$ cat src/hw/swm_pkg.sv
// package for the four channel scan word multiplexer
package swm_pkg;

  localparam int unsigned NUM_CH     = 4;
  localparam int unsigned DATA_W     = 12;
  localparam int unsigned WORD_W     = 16;
  localparam int unsigned IND_W      = 4;
  localparam int unsigned IND_LSB    = 12;
  localparam logic [11:0] FULL_SCALE = 12'hfff;
  localparam logic [11:0] ZERO_SCALE = 12'h000;
  localparam logic [1:0]  FIRST_CH   = 2'h0;
  localparam logic [3:0]  IND_NONE   = 4'h0;
  localparam logic [15:0] WORD_RST   = 16'h0000;

  typedef logic [11:0] swm_sample_t;

  // one presented word: channel indicator on top, value below
  typedef struct packed {
    logic [3:0]  ind;
    swm_sample_t data;
  } swm_word_s;

  // one raw conversion as it arrives from the converter
  typedef struct packed {
    logic        valid;
    logic [1:0]  ch;
    swm_sample_t code;
  } swm_conv_s;

endpackage

$ cat src/hw/swm_latch.sv
// holding register for the latest conversion of each channel
`timescale 1ns/1ps
module swm_latch (
  input  wire logic                      ref_clk_i,
  input  wire logic                      rstn_i,
  input  wire swm_pkg::swm_conv_s        conv_i,
  output      swm_pkg::swm_sample_t      hold_o [4]
);
  import swm_pkg::*;

  swm_sample_t hold_r   [NUM_CH];
  swm_sample_t hold_nxt [NUM_CH];

  // conversions land whenever they finish, independent of the scan
  genvar g;
  generate
    for (g = 0; g < NUM_CH; g++) begin : g_ch
      always_comb begin
        hold_nxt[g] = hold_r[g];
        if (conv_i.valid && (conv_i.ch == 2'(g))) begin
          hold_nxt[g] = conv_i.code;
        end
      end

      always_ff @(posedge ref_clk_i or negedge rstn_i) begin
        if (!rstn_i) begin
          hold_r[g] <= ZERO_SCALE;
        end else begin
          hold_r[g] <= hold_nxt[g];
        end
      end

      assign hold_o[g] = hold_r[g];
    end
  endgenerate

endmodule

$ cat src/hw/swm_top.sv
// scan word multiplexer: presents one enabled channel per controller scan
//
// Summary of operation
// - one channel's data presented per scan
// - after last enabled, restart from first enabled channel
// - disabled channels are skipped entirely
// - word changes only on scan; conversion free
// - 12-bit unsigned value in low bits
// - word is sixteen input points wide
// - top four bits one-hot channel indicator, all zero when no channel is enabled
// - value spans 0 to 4095 full scale
`timescale 1ns/1ps
module swm_top (
  input  wire logic                  ref_clk_i,
  input  wire logic                  rstn_i,
  input  wire logic                  scan_i,
  input  wire logic [3:0]            ch_en_i,
  input  wire swm_pkg::swm_conv_s    conv_i,
  output      logic [15:0]           word_o,
  output      logic                  word_valid_o
);
  import swm_pkg::*;

  // ****************************************************************
  // per-channel conversion holding
  // ****************************************************************
  swm_sample_t hold [NUM_CH];

  swm_latch swm_latch_i (
    .ref_clk_i (ref_clk_i),
    .rstn_i    (rstn_i),
    .conv_i    (conv_i),
    .hold_o    (hold)
  );

  // ****************************************************************
  // channel selection
  // ****************************************************************
  typedef enum logic [0:0] { SWM_IDLE, SWM_RUN } swm_state_e;

  swm_state_e  state_r;
  swm_state_e  state_nxt;
  logic [1:0]  last_ch_r;
  logic [1:0]  last_ch_nxt;
  swm_word_s   word_r;
  swm_word_s   word_nxt;
  logic        valid_r;
  logic        valid_nxt;
  logic        found;
  logic [1:0]  pick;

  // search upward from the channel after the last one shown; going past
  // channel 4 wraps to channel 1, which is the restart after the last
  always_comb begin
    logic [1:0] cand;
    cand  = 2'h0;
    found = 1'b0;
    pick  = FIRST_CH;
    for (int k = 1; k <= NUM_CH; k++) begin
      cand = (state_r == SWM_IDLE) ? 2'(k - 1) : 2'(last_ch_r + 2'(k));
      if (!found && ch_en_i[cand]) begin
        found = 1'b1;
        pick  = cand;
      end
    end
  end

  always_comb begin
    state_nxt   = state_r;
    last_ch_nxt = last_ch_r;
    word_nxt    = word_r;
    valid_nxt   = valid_r;
    // update only on a scan; data and indicator loaded together
    if (scan_i) begin
      case (state_r)
        SWM_IDLE,
        SWM_RUN: begin
          if (found) begin
            state_nxt     = SWM_RUN;
            last_ch_nxt   = pick;
            word_nxt.ind  = 4'(4'h1 << pick);
            word_nxt.data = hold[pick];
            valid_nxt     = 1'b1;
          end else begin
            // nothing enabled: show an empty word with no indicator
            state_nxt     = SWM_IDLE;
            word_nxt.ind  = IND_NONE;
            word_nxt.data = ZERO_SCALE;
            valid_nxt     = 1'b0;
          end
        end
        default: begin
          state_nxt = SWM_IDLE;
        end
      endcase
    end
  end

  always_ff @(posedge ref_clk_i or negedge rstn_i) begin
    if (!rstn_i) begin
      state_r   <= SWM_IDLE;
      last_ch_r <= FIRST_CH;
      word_r    <= WORD_RST;
      valid_r   <= 1'b0;
    end else begin
      state_r   <= state_nxt;
      last_ch_r <= last_ch_nxt;
      word_r    <= word_nxt;
      valid_r   <= valid_nxt;
    end
  end

  assign word_o       = word_r;
  assign word_valid_o = valid_r;
endmodule

$ cat config.mk
export PLATFORM = sky130hd
export DESIGN_NAME = swm_top
export DESIGN_NICKNAME = d
export VERILOG_FILES = /design/src/hw/swm_pkg.sv /design/src/hw/swm_latch.sv /design/src/hw/swm_top.sv
export SDC_FILE = /design/constraint.sdc
export NUM_CORES = 1
export LEC_CHECK = 0
export BUFFER_PORTS_ARGS = -buffer_cell sky130_fd_sc_hd__buf_2
export CAP_MARGIN = 15
export CORE_UTILIZATION = 60
export CTS_CLUSTER_DIAMETER = 100
export DETAILED_ROUTE_END_ITERATION = 16
export MAX_ROUTING_LAYER = met4
export PLACE_DENSITY = 0.94
export SYNTH_ARGS = -nofsm -noshare
export SYNTH_HDL_FRONTEND = slang
export SYNTH_SLANG_ARGS = --single-unit
export TNS_END_PERCENT = 100
$ cat constraint.sdc
create_clock -name ref_clk_i -period 6.03 [get_ports ref_clk_i]
set_clock_uncertainty 0.05 [all_clocks]
set_input_delay 0.603 -clock ref_clk_i [delete_from_list [all_inputs] [get_ports ref_clk_i]]
set_output_delay 0.603 -clock ref_clk_i [all_outputs]
set_load 0.05 [all_outputs]
Word-level counts from Yosys, hierarchy flattened
Index checks and enable logic that the tools add are counted.

storage, ports and cells
  bits in registers = 67
  bits of input ports = 22
  output and inout bits = 17
  word-level logic and storage cells = 58

operators by class
  add/subtract/negate cells = 3
  magnitude comparators = 5
  equality and inequality tests = 3
  shifts and indexed selects = 1
  multiplexer cells = 25
  bitwise logic cells = 1
  reductions and logical operators = 12

operators by type and width
  cell                   count
  $bmux W12 S2           1
  $mux W12               2
  $mux W16               1
  $mux W2                8
  $lt A2 B3 Y1 const B   4
  $mux W1                9
  $bmux W1 S2            4
  $logic_and A1 B1 Y1    7
  $add A2 B2 Y2 const B  2
  $eq A2 B2 Y1 const B   2
  $shl A1 B2 Y4 const A  1
  $ge A3 B3 Y1 const B   1
  $logic_not A1 Y1       3
  $not A2 Y3             1
  $add A2 B1 Y2 const B  1
  $eq A2 B1 Y1 const B   1
  $logic_not A2 Y1       1
  $reduce_and A2 Y1      1

Depth between registers and ports, before layout
Gate-level depths: netlist of the first run.

  depth in word-level cells = 19
  gate-level depth with buffers = 9
  mapped depth without buffers = 6

Hierarchy
A second synthesis of the first run with hierarchy kept.

unflattened totals
  cell total of the unflattened synthesis = 238
  area, all modules = 3163.0 um^2

modules (own cells, without submodules)
  module     times used  cells an instance  area an instance (um^2)  sequential area each (um^2)
  swm_latch  1           104                1801.7                   1201.2
  swm_top    1           134                1361.3                   475.5

Worst setup path before layout of the first run
No wires, ideal clock.

  path kind = register to register
  start = reg word_valid_o (netlist name)
  end = reg word_r (netlist bit word_o[10])
  library setup time = 0.132 ns
  arrival time = 2.527 ns
  required time = 5.848 ns
  slack = 3.321 ns
  stages on the path, launching flop included = 10
  buffers on the path = 3
  clock period less this slack = 2.709 ns
  path through = dfrtp_1 > buf_6 > nand2b_4 > mux4_2 > or3b_1 > mux2i_1 > buf_6 > buf_12 > mux2i_1 > o221ai_2

RTL lines
  what                    line            text
  end signal: assignment  swm_top.sv:108  word_r <= word_nxt;
  end: declaration        swm_top.sv:45   swm_word_s word_r;

Worst setup path after layout of the first run
  start = reg last_ch_r[0]
  end = reg word_r (netlist bit word_o[6])

on the way
  word-level cells in the longest chain between the ends = 19
  elaborated cells between the ends (all ways) = 34
  those cells by class = add/sub (3); mux (24); bitwise (1); reduce/logical (6)

ends and longest elaborated chain
  what                                         line            text
  start: declaration                           swm_top.sv:43   logic [1:0] last_ch_r;
  start signal: assignment                     swm_top.sv:107  last_ch_r <= last_ch_nxt;
  $add A2 B1 Y2                                swm_top.sv:60   cand = (state_r == SWM_IDLE) ? 2'(k - 1) : 2'(last_ch_r + 2'(k));
  $mux W2                                      swm_top.sv:60
  $bmux W1 S2                                  swm_top.sv:61   if (!found && ch_en_i[cand]) begin
  $mux W1 (not written as such)                swm_top.sv:61
  $mux W1                                      swm_top.sv:61
  $logic_not A1 Y1                             swm_top.sv:61
  $logic_and A1 B1 Y1                          swm_top.sv:61
  $mux W1                                      swm_top.sv:61
  (+2 left out)                                --
  $mux W1                                      swm_top.sv:61
  $logic_not A1 Y1                             swm_top.sv:61
  $logic_and A1 B1 Y1                          swm_top.sv:61
  $mux W2                                      swm_top.sv:61
  $not A2 Y3 (not written as such)             swm_top.sv:82   word_nxt.data = hold[pick];
  $bmux W12 S2                                 swm_top.sv:82
  $mux W12 (not written as such) (2 in a row)  swm_top.sv:82
  $mux W16 (*)                                 swm_top.sv:78   if (found) begin

Mark *: on every way between the ends. The rest lies on a longest branch, timed or not. The select of a mux whose other input is x is not followed.
A chain may end at the register's enable or synchronous reset.

==> results of run 1 <==
## through the flow
stage	cell area (sq um)	std cells	hold slack, ns	power (mW)	utilization (%)
after floorplan	3153	231	0.2574	1.223	-
after global placement	3356	326	0.4210	1.315	66.12
after detailed placement	3356	326	0.4191	1.345	66.12
after CTS	3535	342	0.4081	1.676	69.65
after global routing	3535	342	0.4459	1.765	69.65
final	3535	342	0.3757	1.670	69.65
## worst paths after layout
kind,cells after the start,endpoint,start,slack (ns)
max,7,word_o[6],last_ch_r[0],3.09
min,2,word_o[11],rstn_i,0.38
max reg2reg,7,word_o[6],last_ch_r[0],3.09
min reg2reg,2,word_o[8],word_o[8],0.44
max in group asynchronous,2,swm_latch_i.hold_o[30],rstn_i,5.04
min in group ref_clk_i,2,word_o[8],word_o[8],0.44
## kinds of logic after synthesis
kind of cell           Yosys count
and+or+nand+nor                 31
muxes                           78
DFF                             67
buffers and inverters           19
AOI/OAI and AO/OA               36
## layout make-up
cell class / count / area, sq um / area share (%)
multi-input cells: 145 / 1371 / 38.80
well taps: 70 / 87.58 / 2.478
clock buffers: 11 / 151.4 / 4.283
inverters: 4 / 15.01 / 0.4248
clock inverters: 5 / 27.53 / 0.7788
repair buffers: 40 / 205.2 / 5.805
flip-flops and latches: 67 / 1677 / 47.43
## cell usage in the layout (no fill, tap or decap), types with 2 or more instances in the layout
master     synthesis  layout
nor2_1             3       3
nand2_1           13      13
o32ai_1            2       2
buf_4              0       2
clkinv_2           0       4
o21a_1             3       3
o2bb2ai_1          4       4
mux2i_1           27      26
a21oi_1            4       4
clkbuf_8           0      11
o221ai_1           6       6
dfrtp_1           67      67
nand3b_1           3       3
mux2_2            50      50
nand2b_1           4       4
o221ai_2           7       7
buf_2              3      38
inv_1              2       2
## power groups by stage
stage                     sequential (mW)  clock [mW]  combinational (mW)
final                               0.652       0.331               0.687
after global routing                0.668       0.364               0.733
after CTS                           0.651       0.335               0.690
after detailed placement            0.657           0               0.688
after global placement              0.654           0               0.661
after floorplan                     0.801           0               0.423
## per-layer routing
layer	global-route usage (%)	wire length, microns	vias up
met2	40.64	3066	51
met5	-	0	-
li1	-	-	938
met1	32.63	2618	1034
met4	11.53	143	0
met3	9.079	261	12
## state kept, by name (all words and copies together) (netlist names)
signal	flops
swm_latch_i.hold_o	48
word_o	16
last_ch_r	2
word_valid_o	1
==> run metrics, run 1 <==
status=finished, final reports clean; Async SR Flop Fraction=100.0%; #FFs+latches synth=67; IO buf count=38; leakage=1.589 nW; antenna violations before repair=0; first-pass GRT wire length=10180 microns; Setup crit end kind=flop; DIE AREA=5549 sq um; post-synthesis adder-cell area fraction=0%; grt ovf=0; CP Buf/Inv Count=1; most instantiated cells after synthesis=dfrtp_1, mux2_2, mux2i_1; pre-CTS setup slack=3.099 ns; XOR/XNOR Fraction of Synth Area=0%; root buffer cell=clkbuf_8; DR vias=2035; # DRC=0; setup TNS=0 ns; Total Wirelength=6089 microns; Max Clk Rate=340.0 MHz; routability cong.=0.8793; Synth cell types=39; drt first pass iters=4; Ys Warns=0; Post-CTS Setup Bufs=0; Critical Path AT=3.09 ns; Iter 0 DRT Violations=105; Critical Path, Cell by Cell=nand2b_4 -> mux4_2 -> or3b_1 -> mux2i_4 -> buf_4 -> mux2i_1 -> o221ai_2; Synth Area in Simple Gates=5.437%; fin crit period=2.941 ns; chip width=74.49 microns; register area share after synthesis=53.17%; Max IR drop VDD=0.2485 mV; clk buf depth=2; post-synthesis mux area share=27.14%; most numerous cell in the Yosys netlist=dfrtp_1; fill cell count=352; Compound-Gate Fraction of Synth Area=10.36%; CP max FO=27; Least-Margin Pin Slew=1.183 ns; Worst path slowest cell=dfrtp_1; P_int=0.9992 mW; Psw=0.6712 mW; gr usage total=26.75%; vias in the first global route=2079; post-synth top area share=53.17%; diode count=0; Comb pwr share=41.1%; routed vias/inst=5.950; hold_buf cts=0; mean post-synth cell area=13.65 sq um; CP max stage delay=0.52 ns; Initial Util=62.13%; Area contributors post-synth=dfrtp_1, mux2_2, mux2i_1; Nets=289; Rows=26; CTS tree=done; synthesized cell area=3153 sq um; Mapped Cells=231; top_reg_cell synth=dfrtp_1; Switching Share=40.18%; CP Class=reg2reg; CTS sink cnt=67; Sequential Power Share=39.0%; Hold Violations, Final=0; main combinational cell family by area after synthesis=multiplexers; Post-synth EDFFs=0; setup ws final=3.089 ns; wire per inst=17.80 microns; # setup viols final=0; Area Growth Syn to Fin=12.10%; Relative slew margins=20.82%; core area=5075 sq um; Syn Nets=253; I/O pin total=39; Synth area leader=dfrtp_1; H-tree depth=3; power share of the clock group=19.8%; startpoint types=flop; Pwr Density=472.6 nW/um^2; share of layout cells above drive strength 1=44.12%; Top delay family on crit path=multiplexers; Final ANT Viol Nets=0; Final Max Tran Viols=0; post_cts resized=0; max cap viols=0; WP data required=6.18 ns; cts bufs inserted=9; fin crit share=48.78%; Die Y=74.49 microns; worst hold path class=in2async; largest net degree at the start of global routing=68; clk_lat worst skew=0.35 ns; detailed placement HPWL=3936 microns; RSZ-0062 raised after global routing=no; CTS clk-pin slew, worst paths=0.07 ns
Power figures use the tool's default switching activity.
==> inputs of run 2 (changes only) <==
--- a/config.mk
+++ b/config.mk
@@ -5,13 +5,14 @@
 export SDC_FILE = /design/constraint.sdc
 export NUM_CORES = 1
 export LEC_CHECK = 0
+export ABC_AREA = 1
 export BUFFER_PORTS_ARGS = -buffer_cell sky130_fd_sc_hd__buf_2
 export CAP_MARGIN = 15
-export CORE_UTILIZATION = 60
+export CORE_UTILIZATION = 57
 export CTS_CLUSTER_DIAMETER = 100
 export DETAILED_ROUTE_END_ITERATION = 16
 export MAX_ROUTING_LAYER = met4
-export PLACE_DENSITY = 0.94
+export PLACE_DENSITY = 0.91
 export SYNTH_ARGS = -nofsm -noshare
 export SYNTH_HDL_FRONTEND = slang
 export SYNTH_SLANG_ARGS = --single-unit
==> constraint.sdc (replaced) <==
create_clock -name ref_clk_i -period 2.9 [get_ports ref_clk_i]
set_clock_uncertainty 0.05 [all_clocks]
set_input_delay 0.29 -clock ref_clk_i [delete_from_list [all_inputs] [get_ports ref_clk_i]]
set_output_delay 0.29 -clock ref_clk_i [all_outputs]
set_load 0.05 [all_outputs]
==> run metrics, run 2 <==
CTS tree=done; overall power=3.925 mW; # setup viols final=0; drt first pass iters=6; wire per inst=14.89 microns; Relative slew margins=36.37%; Post-CTS Setup Bufs=0; CP Class=reg2reg; routed vias/inst=5.749; DIE AREA=5731 sq um; CTS clk-pin slew, worst paths=0.08 ns; cell repeated most along the worst path=nand2_1; Max Clk Rate=417.9 MHz; pre-CTS setup slack=0.6264 ns; commonest non-fill, non-tap cell in the layout=nand2_1; CP Buf/Inv Count=1; fin crit period=2.393 ns; Placement Cell Area=3319 sq um; leakage=1.854 nW; worst hold path class=in2async; Critical Path AT=2.62 ns; Total Wirelength=7428 microns; Worst path slowest cell=dfrtp_1; DR vias=2869; most frequent cells in the layout=nand2_1, nand3_1, dfrtp_1; CTS sink cnt=67; H-tree depth=3; fin crit share=82.52%; max reg flops=48; Post-synth EDFFs=0; clk buf depth=2; RSZ-0062 raised after global routing=no; gr usage total=29.22%; Rows=26; CP max stage delay=0.41 ns; Top delay family on crit path=simple AND/OR/NAND/NOR gates; Syn Nets=410; status=finished, final reports clean; register area share after synthesis=54.14%; Iter 0 DRT Violations=260; Least-Margin Pin Slew=0.9544 ns; core area=5172 sq um; IO buf count=38; Setup crit end kind=flop; Pwr Density=1112 nW/um^2; largest net degree at the start of global routing=45; vias in the first global route=2582; Die Y=75.71 microns; post_cts resized=0; Synth area leader=dfrtp_1; share of layout cells above drive strength 1=14.69%; Critical Path, Cell by Cell=inv_1 -> nand2_1 -> nand2_1 -> nand2_1 -> nor2_1 -> nor2_1 -> nand2_1 -> nand2_1 -> nand2_4 -> nand2_1 -> nand3_1 -> nand3_1 -> nand2_1; setup TNS=0 ns; hold_buf cts=0; chip width=75.71 microns; final instance area=3528 sq um; Area contributors post-synth=dfrtp_1, nand2_1, nand3_1; Mapped Cells=388; top_reg_cell synth=dfrtp_1; Synth cell types=21; detailed placement HPWL=4738 microns; Ys Warns=0; root buffer cell=clkbuf_8; Final ANT Viol Nets=0; max cap viols=0; Async SR Flop Fraction=100.0%; routability cong.=0.9318; diode count=0; Max IR drop VDD=0.4954 mV; setup ws final=0.5070 ns; Nets=446; antenna violations before repair=0; clk_lat worst skew=0.34 ns; most numerous cell in the Yosys netlist=nand2_1; post-synth top area share=54.14%; grt ovf=0; # DRC=0; mean post-synth cell area=7.981 sq um; Hold Violations, Final=0; CP max FO=27; Finished Core Util=68.21%; Initial Util=59.87%; most instantiated cells after synthesis=nand2_1, nand3_1, dfrtp_1; cts bufs inserted=9; Final Max Tran Viols=0; WP data required=3.13 ns; first-pass GRT wire length=11870 microns; #FFs+latches synth=67; I/O pin total=39; Area Growth Syn to Fin=13.94%; synthesized cell area=3097 sq um; startpoint types=flop
[run 2: cell types whose count changed in the layout (fill, tap and decap cells not counted), moves of 4 or more]
cell       previous run  this run
o2bb2ai_1             4         0
nand2_1              13       137
nand3_1               1        70
mux2_2               50         0
nand2b_1              4         0
mux2i_1              26         0
o221ai_1              6         0
nor2_1                3         7
inv_1                 2        25
o221ai_2              7         0
o21ai_0               1        53
[run 2: layout make-up]
cell class,count,area (sq um)
multi-input cells,277,1230
inverters,26,97.59
clock buffers,11,131.4
flip-flops and latches,67,1677
clock inverters,5,77.57
fillers,386,1644
well taps,70,87.58
repair buffers,43,227.7
[run 2: cells by family (layout without fill, tap and decap cells)]
group / Yosys count / in the layout / synth area share [%]
flops: 67 / 67 / 54.14
buf+inv: 44 / 85 / 6.141
compound gates: 58 / 58 / 9.737
simple gates: 219 / 219 / 29.98
[run 2: report_power, final]
group | switching (mW) | total [mW] | internal [mW]
Combinational | 1.29 | 1.79 | 0.499
Clock | 0.359 | 0.841 | 0.482
Sequential | 0.142 | 1.30 | 1.15
Total | 1.79 | 3.92 | 2.14
[run 2: path summary, 6_finish.rpt]
kind | start | endpoint | cells past startpoint | slack [ns]
hold / removal | rstn_i | last_ch_r[1] | 1 | 0.04
max in group asynchronous | rstn_i | word_o[1] | 2 | 1.99
min in group ref_clk_i | scan_i | word_valid_o | 2 | 0.14
setup / recovery | last_ch_r[0] | word_o[9] | 13 | 0.51
setup reg to reg | last_ch_r[0] | word_o[9] | 13 | 0.51
hold reg to reg | word_o[8] | word_o[8] | 2 | 0.44
[run 2: worst reg2reg max path, cell delays in order (launching register included)]
cell and delay (ns):
dfrtp_1 0.41, inv_1 0.16, nand2_1 0.17, nand2_1 0.10
nand2_1 0.07, nor2_1 0.19, nor2_1 0.10, nand2_1 0.09
nand2_1 0.25, nand2_4 0.37, nand2_1 0.12, nand3_1 0.08
nand3_1 0.09, nand2_1 0.09
[run 2: stage by stage]
step | hold WS (ns) | instances
3_5_place_dp | 0.4227 | 483
6_report | 0.03727 | 499
5_1_grt | 0.1230 | 499
3_3_place_gp | 0.4077 | 483
4_1_cts | 0.06724 | 499
2_1_floorplan | -0.05559 | 388
[run 2: layer usage]
metal	global-route usage, %	wire length, microns
met2	48.41	3602
met5	-	0
met3	5.291	499
met1	34.55	3070
met4	13.99	256
